[src/hw/eia_pkg.sv]
// Package with offsets, field positions, reset values and carriers.
package eia_pkg;
    // Register offsets on the control page.
    localparam logic [4:0] ERR_DEBOUNCE_OFS = 5'h10;
    localparam logic [4:0] ACCESS_SEL_OFS   = 5'h13;
    // Error and debounce word fields.
    localparam int BPV_BIT   = 7;
    localparam int CRC_BIT   = 6;
    localparam int FAS_BIT   = 5;
    localparam int NFAS_BIT  = 4;
    localparam int MUTE_BIT  = 3; // Forced signal loss.
    localparam int PAY_BIT   = 2;
    localparam int DBNC_BIT  = 0;
    // Access select word fields.
    localparam int LSRC_BIT  = 2;
    localparam int SEQ_BIT   = 1;
    localparam int FPF_BIT   = 0;
    // Reset values and writable masks.
    localparam logic [7:0] ERR_DEBOUNCE_RST = 8'h00;
    localparam logic [7:0] ACCESS_SEL_RST   = 8'h00;
    localparam logic [7:0] ERR_DEBOUNCE_MSK = 8'hFD;
    localparam logic [7:0] ACCESS_SEL_MSK   = 8'h07;
    // Debounce timing.
    localparam int DEBOUNCE_MS      = 14;
    localparam int DEBOUNCE_SLIP_MS = 2;
    localparam int CLK_MHZ          = 100;
    localparam int DEBOUNCE_CYC     = DEBOUNCE_MS * 1000 * CLK_MHZ;

    // One-cycle injection requests toward the transmit path.
    typedef struct packed {
        logic bipolarViolation;
        logic checksumError;
        logic alignmentWord;
        logic nonAlignmentWord;
        logic payloadError;
    } eia_inject_t;

    // Static transmit and backplane controls.
    typedef struct packed {
        logic forcedSignalLoss;
        logic debounceSelect;
        logic testSequenceSelect;
        logic framePulseFormat;
    } eia_mode_t;
endpackage

[src/hw/eia_regs.sv]
// Error insertion and access select control registers.
`timescale 1ns/1ps
`default_nettype none
// Notes on behaviour
// - A rising bipolar violation inject bit inserts one bipolar violation.
// - A rising checksum error inject bit corrupts exactly one CRC-4 check.
// - A rising alignment word inject bit puts one error in that word.
// - A rising non-alignment inject bit inverts bit two of one such word.
// - Forced signal loss one sends no pulses, zero sends data normally.
// - A rising payload inject bit introduces one payload error.
// - Steady levels or a falling change of an inject bit do nothing.
// - Debounce select one gives a 14 ms debounce, zero gives none; the module only outputs the select level, DEBOUNCE_CYCLES is unused.
// - The real debounce may exceed the period by up to 2 ms.
// - Loss source select one drives the loss pin from line loss alone.
// - Test sequence select one picks the digital milliwatt sequence.
// - Test sequence select zero picks the 2^15-1 pseudo-random sequence.
// - Writing one to test sequence select resets the sequence generator.
// - Frame pulse format one selects the GCI frame pulse, else the other.
module eia_regs #(
    parameter int DEBOUNCE_CYCLES = eia_pkg::DEBOUNCE_CYC
) (
    input  wire logic              clk,            // System clock.
    input  wire logic              rst_n,          // Async reset, low.
    input  wire logic [4:0]        addr,           // Register address.
    input  wire logic [7:0]        wrData,         // Write data.
    input  wire logic              wrEn,           // Write strobe.
    input  wire logic              rdEn,           // Read strobe.
    output logic [7:0]             rdData,         // Read data.
    input  wire logic              lineLossStatus, // Line loss, async.
    input  wire logic              frameAligned,   // Basic alignment, async.
    output eia_pkg::eia_inject_t   inject,         // One-cycle requests.
    output eia_pkg::eia_mode_t     mode,           // Static controls.
    output logic                   prbsReset,      // Generator reset pulse.
    output logic                   lossIndication  // Loss pin level.
);
    logic [7:0]  errReg;
    logic [7:0]  accReg;
    logic [7:0]  errNext;
    logic        lossSync1Reg;
    logic        lossSync2Reg;
    logic        alignSync1Reg;
    logic        alignSync2Reg;
    eia_pkg::eia_inject_t injectNext;

    // Address decode of the two writable words.
    wire wrErr = wrEn && (addr == eia_pkg::ERR_DEBOUNCE_OFS);
    wire wrAcc = wrEn && (addr == eia_pkg::ACCESS_SEL_OFS);
    assign errNext = wrData & eia_pkg::ERR_DEBOUNCE_MSK;

    // Rising bits of the new value against the held value.
    wire [7:0] riseBits = wrErr ? (errNext & ~errReg) : 8'h00;
    assign injectNext.bipolarViolation = riseBits[eia_pkg::BPV_BIT];
    assign injectNext.checksumError    = riseBits[eia_pkg::CRC_BIT];
    assign injectNext.alignmentWord    = riseBits[eia_pkg::FAS_BIT];
    assign injectNext.nonAlignmentWord = riseBits[eia_pkg::NFAS_BIT];
    assign injectNext.payloadError     = riseBits[eia_pkg::PAY_BIT];

    // Loss source selection on synchronised status levels.
    wire lossNext = accReg[eia_pkg::LSRC_BIT] ? lossSync2Reg
                  : (lossSync2Reg | ~alignSync2Reg);
    wire [7:0] rdMux = (addr == eia_pkg::ERR_DEBOUNCE_OFS) ? errReg
                     : (addr == eia_pkg::ACCESS_SEL_OFS) ? accReg : 8'h00;

    // Register storage; unmapped writes are dropped.
    always_ff @(posedge clk or negedge rst_n) begin
        if (!rst_n) begin
            errReg <= eia_pkg::ERR_DEBOUNCE_RST;
            accReg <= eia_pkg::ACCESS_SEL_RST;
        end else begin
            if (wrErr) errReg <= errNext;
            if (wrAcc) accReg <= wrData & eia_pkg::ACCESS_SEL_MSK;
        end
    end

    // Two-stage synchronisers for the status inputs from the line side.
    // Alignment resets to its idle level, so no false loss follows reset.
    always_ff @(posedge clk or negedge rst_n) begin
        if (!rst_n) begin
            lossSync1Reg  <= 1'b0;
            lossSync2Reg  <= 1'b0;
            alignSync1Reg <= 1'b1;
            alignSync2Reg <= 1'b1;
        end else begin
            lossSync1Reg  <= lineLossStatus;
            lossSync2Reg  <= lossSync1Reg;
            alignSync1Reg <= frameAligned;
            alignSync2Reg <= alignSync1Reg;
        end
    end

    // Outputs are registered so the transmit path sees clean pulses.
    // The multiframe slip of up to 2 ms lives in the signalling path.
    always_ff @(posedge clk or negedge rst_n) begin
        if (!rst_n) begin
            inject         <= '0;
            mode           <= '0;
            prbsReset      <= 1'b0;
            lossIndication <= 1'b0;
            rdData         <= 8'h00;
        end else begin
            inject <= injectNext;
            mode.forcedSignalLoss   <= errReg[eia_pkg::MUTE_BIT];
            mode.debounceSelect     <= errReg[eia_pkg::DBNC_BIT];
            mode.testSequenceSelect <= accReg[eia_pkg::SEQ_BIT];
            mode.framePulseFormat   <= accReg[eia_pkg::FPF_BIT];
            prbsReset <= wrAcc && wrData[eia_pkg::SEQ_BIT];
            lossIndication <= lossNext;
            rdData <= rdEn ? rdMux : 8'h00;
        end
    end

    // Checks on the injection and control paths.
    property p_inject_once;
        @(posedge clk) disable iff (!rst_n)
        inject.bipolarViolation |=> !inject.bipolarViolation;
    endproperty
    a_inject_once: assert property (p_inject_once)
        else $error("Bipolar inject lasted more than one cycle.");

    property p_bpv_rise;
        @(posedge clk) disable iff (!rst_n)
        (wrErr && wrData[eia_pkg::BPV_BIT] && !errReg[eia_pkg::BPV_BIT])
            |=> inject.bipolarViolation;
    endproperty
    a_bpv_rise: assert property (p_bpv_rise)
        else $error("Bipolar inject missing after rising write.");

    property p_crc_rise;
        @(posedge clk) disable iff (!rst_n)
        (wrErr && wrData[eia_pkg::CRC_BIT] && !errReg[eia_pkg::CRC_BIT])
            |=> inject.checksumError;
    endproperty
    a_crc_rise: assert property (p_crc_rise)
        else $error("Checksum inject missing after rising write.");

    // A pulse must trace back to a write that raised the bit.
    property p_fas_cause;
        @(posedge clk) disable iff (!rst_n)
        inject.alignmentWord |-> $past(wrErr)
            && $past(wrData[eia_pkg::FAS_BIT])
            && !$past(errReg[eia_pkg::FAS_BIT]);
    endproperty
    a_fas_cause: assert property (p_fas_cause)
        else $error("Alignment inject without rising write.");

    property p_nfas_rise;
        @(posedge clk) disable iff (!rst_n)
        (wrErr && wrData[eia_pkg::NFAS_BIT] && !errReg[eia_pkg::NFAS_BIT])
            |=> inject.nonAlignmentWord;
    endproperty
    a_nfas_rise: assert property (p_nfas_rise)
        else $error("Non-alignment inject missing.");

    property p_pay_rise;
        @(posedge clk) disable iff (!rst_n)
        (wrErr && wrData[eia_pkg::PAY_BIT] && !errReg[eia_pkg::PAY_BIT])
            |=> inject.payloadError;
    endproperty
    a_pay_rise: assert property (p_pay_rise)
        else $error("Payload inject missing after rising write.");

    property p_forced_loss;
        @(posedge clk) disable iff (!rst_n)
        (wrErr && wrData[eia_pkg::MUTE_BIT]) |=> ##1 mode.forcedSignalLoss;
    endproperty
    a_forced_loss: assert property (p_forced_loss)
        else $error("Forced loss not applied.");

    property p_forced_off;
        @(posedge clk) disable iff (!rst_n)
        (wrErr && !wrData[eia_pkg::MUTE_BIT]) |=> ##1 !mode.forcedSignalLoss;
    endproperty
    a_forced_off: assert property (p_forced_off)
        else $error("Forced loss still applied after clearing.");

    property p_pay_steady;
        @(posedge clk) disable iff (!rst_n)
        (wrErr && errReg[eia_pkg::PAY_BIT]) |=> !inject.payloadError;
    endproperty
    a_pay_steady: assert property (p_pay_steady)
        else $error("Payload inject on steady or falling bit.");

    // The level seen two edges on is the bit that was written.
    property p_debounce;
        @(posedge clk) disable iff (!rst_n)
        wrErr |=> ##1 (mode.debounceSelect
            == $past(wrData[eia_pkg::DBNC_BIT], 2));
    endproperty
    a_debounce: assert property (p_debounce)
        else $error("Debounce select does not follow the write.");

    property p_loss_line;
        @(posedge clk) disable iff (!rst_n)
        (accReg[eia_pkg::LSRC_BIT] && !lossSync2Reg) |=> !lossIndication;
    endproperty
    a_loss_line: assert property (p_loss_line)
        else $error("Loss pin high without line loss.");

    property p_loss_frame;
        @(posedge clk) disable iff (!rst_n)
        (!accReg[eia_pkg::LSRC_BIT] && !alignSync2Reg) |=> lossIndication;
    endproperty
    a_loss_frame: assert property (p_loss_frame)
        else $error("Loss pin low during lost alignment.");

    property p_loss_both;
        @(posedge clk) disable iff (!rst_n)
        (!accReg[eia_pkg::LSRC_BIT] && lossSync2Reg) |=> lossIndication;
    endproperty
    a_loss_both: assert property (p_loss_both)
        else $error("Loss pin low during line loss.");

    property p_prbs;
        @(posedge clk) disable iff (!rst_n)
        (wrAcc && wrData[eia_pkg::SEQ_BIT])
            |=> prbsReset ##1 mode.testSequenceSelect;
    endproperty
    a_prbs: assert property (p_prbs)
        else $error("Generator reset or sequence select missing.");

    property p_seq_off;
        @(posedge clk) disable iff (!rst_n)
        (wrAcc && !wrData[eia_pkg::SEQ_BIT])
            |=> !prbsReset ##1 !mode.testSequenceSelect;
    endproperty
    a_seq_off: assert property (p_seq_off)
        else $error("Pseudo-random sequence not selected.");

    property p_frame_pulse;
        @(posedge clk) disable iff (!rst_n)
        wrAcc |=> ##1 (mode.framePulseFormat
            == $past(wrData[eia_pkg::FPF_BIT], 2));
    endproperty
    a_frame_pulse: assert property (p_frame_pulse)
        else $error("Frame pulse format does not follow the write.");

    c_bpv: cover property (@(posedge clk) inject.bipolarViolation);
    c_payload: cover property (@(posedge clk) inject.payloadError);
    c_forced: cover property (@(posedge clk) mode.forcedSignalLoss);
    c_loss: cover property (@(posedge clk) lossIndication);
    c_prbs: cover property (@(posedge clk) prbsReset);
endmodule
`default_nettype wire

[config.mk]
export PLATFORM = sky130hd
export DESIGN_NAME = eia_regs
export DESIGN_NICKNAME = d
export VERILOG_FILES = /design/src/hw/eia_pkg.sv /design/src/hw/eia_regs.sv
export SDC_FILE = /design/constraint.sdc
export NUM_CORES = 1
export LEC_CHECK = 0
export BUFFER_PORTS_ARGS = -buffer_cell sky130_fd_sc_hd__buf_2
export CORE_MARGIN = 10
export CORE_UTILIZATION = 48
export DETAILED_ROUTE_END_ITERATION = 10
export PLACE_DENSITY = 0.77
export SLEW_MARGIN = 20
export SYNTH_ARGS = -nofsm -noshare
export SYNTH_HDL_FRONTEND = slang
export SYNTH_SLANG_ARGS = --single-unit
[constraint.sdc]
create_clock -name clk -period 0.9 [get_ports clk]
set_input_delay 0.045 -clock clk [delete_from_list [all_inputs] [get_ports clk]]
set_output_delay 0.045 -clock clk [all_outputs]
set_load 0.02 [all_outputs]
Yosys cells after proc, flatten, opt, wreduce, memory -nomap -nowiden
Cells that the tools add are included.
{"block": "word_totals", "in_bits": 19, "word_cells": 32, "regBits": 33, "output_inout_bits": 19}
{"block": "classes", "n_eq_ne": 2, "n_bitwise": 4, "reduce_logical": 3, "mux": 5}
{"cell": "$mux 8", "count": 3}
{"cell": "$eq 5x5->1 const B", "count": 2}
{"cell": "$and 8x8->8", "count": 1}
{"cell": "$not 8->8", "count": 1}
{"cell": "$logic_and 1x1->1", "count": 3}
{"cell": "$mux 3", "count": 1}
{"cell": "$mux 1", "count": 1}
{"cell": "$not 1->1", "count": 1}
{"cell": "$or 1x1->1", "count": 1}

Depth between registers and ports, before layout
{"block": "depth", "ltp_word": 4, "depth_mapped": 4, "ltp_nobuf": 3}

Worst setup path before layout
No wires, ideal clock.
{"block": "synth_timing", "path_type": "in2reg", "from": "in addr[2]", "to": "reg accReg[0]", "t_arrival_ns": 0.855, "n_path_buf": 0, "setup_time_ns": 0.125, "stages": 3, "path_slack_ns": -0.080, "required_ns": 0.775, "path_cell_list": "and4bb_1 > and3_2 > mux2_2"}
{"block": "synth_between", "elab_chain_cells": 2}
{"item": "start: declaration", "line_no": "eia_regs.sv:24", "rtl": "input wire logic [4:0] addr,"}
{"item": "$eq 5x5->1", "line_no": "eia_regs.sv:47", "rtl": "wire wrAcc = wrEn && (addr == eia_pkg::ACCESS_SEL_OFS);"}
{"item": "$logic_and 1x1->1", "line_no": "eia_regs.sv:47"}
{"item": "end signal: assignment", "line_no": "eia_regs.sv:68", "rtl": "accReg <= eia_pkg::ACCESS_SEL_RST;"}
{"item": "end signal: assignment", "line_no": "eia_regs.sv:71", "rtl": "if (wrAcc) accReg <= wrData & eia_pkg::ACCESS_SEL_MSK;"}
{"item": "end: declaration", "line_no": "eia_regs.sv:37", "rtl": "logic [7:0] accReg;"}
No other way between the ends.
A chain may end at the register's enable or synchronous reset.

Worst setup path after layout
{"block": "layout_timing", "from": "reg inject[4] (netlist name)", "to": "out inject[4] (netlist name)"}
{"item": "start: declaration", "line_no": "eia_regs.sv:31", "rtl": "output eia_pkg::eia_inject_t inject,"}
{"item": "start signal: assignment", "line_no": "eia_regs.sv:101", "rtl": "inject <= injectNext;"}
No word-level cell between the ends.

==> results.ini <==
[outcome]
outcome = finished, violations left
violations = negative setup slack

[setup_path]
path_class = flip-flop to primary output
arrival_ns = 0.86
crit_chain = buf_6
slowest_delay_ns = 0.40
reg2regPathDepth = 1
path_buf_inv = 1
worstSetupStartpointType = flip-flop
crit_family = flip-flops
end_kind = primary output
crit_fanout = 1
cp_num_cells = 1
worstPathRequired_ns = 0.85
slowest_stage = dfrtp_1

[floorplanning]
die_area_um2 = 4700
row_count = 17
core_area_um2 = 2230
die_w_um = 68.5
start_util = 0.506
fp.dieH_um = 68.5
pin_count = 38

[layout]
final_area_um2 = 1710
diodes = 0
fillers = 138
syn2layout_area_growth_pct = 51.3
final_cell_count_no_fill = 154
fin_nets = 144
drive_above_1_share = 0.492
fin_util = 0.766

[clocking]
htreeDepth = 2
cts_tree = done
cts_buffers = 5
root_buffer = clkbuf_4
clockBufferDepth = 2
worstSkewPairLatency_ns = 0.32
clk_pin_slew_ns = 0.10
post_cts_buffers = 0
clock_sinks = 33

[place]
portBuffers = 37
gp_congestion = 0.698
dp_slack_ns = -0.237
postPlaceCellArea_um2 = 1400
dp_hpwl_mm = 1.70
dp.cells = 135

[power_and_ir_drop]
peakVddDrop_uv = 1520
p_leak_nw = 0.866
p_total_mw = 3.28
p_per_area_nw_per_um2 = 1910

[yosys]
yosys-top-cells-area = dfrtp_1, mux2_4, mux2_2, dfstp_2, and2_1
synth_cell_types = 16
netlist_area_um2 = 1130
synth.yosys.warnings = 0
synth_seq_area_share = 0.732
async_reset_ff_frac = 1.00
syn_area_per_cell_um2 = 16.9
synth_common_cells = dfrtp_1, and2_1, mux2_2, mux2_4, nor3b_1
synthMostInstantiatedCell = dfrtp_1
yosysTopAreaCellShare = 0.686
synth_seq_cells = 33
synth_top_cell_by_area = dfrtp_1
synth_ff_type = dfrtp_1
synth_cells = 67
syn-num-nets = 86
synth-edff-count = 0

[drt]
first_pass_iters = 2
vias = 738
drc = 0
routed_wl_mm = 2.44
routed_via_density = 4.79
wl_per_cell_um = 15.8
drtIter0Drc = 9
antenna_left = 0

[sta]
relSlewSlack = 0.791
fin_crit_ns = 0.907
finalWorstSetupSlack_ns = -0.00741
period_share = 1.01
skew_ns = 0.00866
whs_ns = 0.151
fmax_mhz = 1100
setup_violations = 3
drv_slew = 0
hold_violations = 0
tns_ns = -0.0201
worstMarginPinSlew_ns = 0.313
rsz0062_at_grt = true

[grt]
grt_start_max_net_pins = 23
overflow = 0
track_usage = 0.114
grt_pass1_vias = 847
antenna_found_initial = 0
grt_pass1_wl_mm = 3.86

[min_path]
hold_path_class = input port to asynchronous set/reset pin

[flow_run]
drv_cap = 0

==> cell families (layout without fill, tap and decap cells) <==
| group | Yosys count | count (layout) | share of synthesized area |
|---|---|---|---|
| and+or+nand+nor | 20 | 20 | 0.119 |
| DFF | 33 | 33 | 0.732 |
| AOI/OAI and AO/OA | 3 | 3 | 0.0221 |
| buffers and inverters | 1 | 60 | 0.00996 |
| muxes | 10 | 10 | 0.116 |
==> worst paths after layout <==
kind                                              from                endpoint  slack (ns)
worst max register to register   errReg[3]$_DFFE_PN0P_   errReg[3]$_DFFE_PN0P_        0.11
worst min-delay path                             rst_n       mode[2]$_DFF_PN0_        0.15
worst min register to register  lossSync1Reg$_DFF_PN0_  lossSync2Reg$_DFF_PN0_        0.36
min in group clk                                  rdEn     rdData[1]$_DFF_PN0_        0.20
worst max-delay path               inject[4]$_DFF_PN0_               inject[4]      -0.007
max in group asynchronous                        rst_n   accReg[0]$_DFFE_PN0P_        0.35
==> cells in the final DEF, fill, tap and decap left out, drive strengths merged <==
cell,count
nor3b,5
o21bai,1
and2,7
a22o,2
bufinv,1
dlygate4sd3,11
nand2,2
clkbuf,7
buf,41
dfrtp,31
and3,1
and4bb,1
mux2,10
dfstp,2
nor2,2
nand4bb,1
nor3,1
==> sequential cells by signal, summed over array words and instances, names as in the netlist <==
name / count
prbsReset: 1
mode: 4
inject: 5
alignSync1Reg: 1
lossSync2Reg: 1
errReg: 7
lossIndication: 1
lossSync1Reg: 1
alignSync2Reg: 1
rdData: 8
accReg: 3
==> timing repair <==
action                                 4_1_cts  5_1_grt
setup endpoints to repair                    6       19
endpoints found under the hold margin       48        3
resized for setup                           12       26
hold buffers                                10        1
==> cell type report <==
type / count / area [µm²] / share of cell area
sequential: 33 / 828 / 0.484
timing repair buffer: 52 / 457 / 0.267
multi-input combinational: 33 / 307 / 0.179
clock buffer: 7 / 55.1 / 0.0322
tap: 28 / 35.0 / 0.0205
clock inverter: 1 / 30.0 / 0.0175
==> power breakdown <==
group	leakage, nW	internal (mW)	switching, mW
logic	0.391	0.268	0.161
clock network	0.0455	0.663	0.465
registers	0.429	1.62	0.0959
total	0.866	2.56	0.721
==> layer usage <==
layer	up-vias	wire [µm]	GRT usage
met5	-	0	0
met4	0	54	0.0678
met3	6	193	0.0467
met2	28	1240	0.196
met1	359	948	0.113
li1	345	-	-
Power figures use the tool's default switching activity.
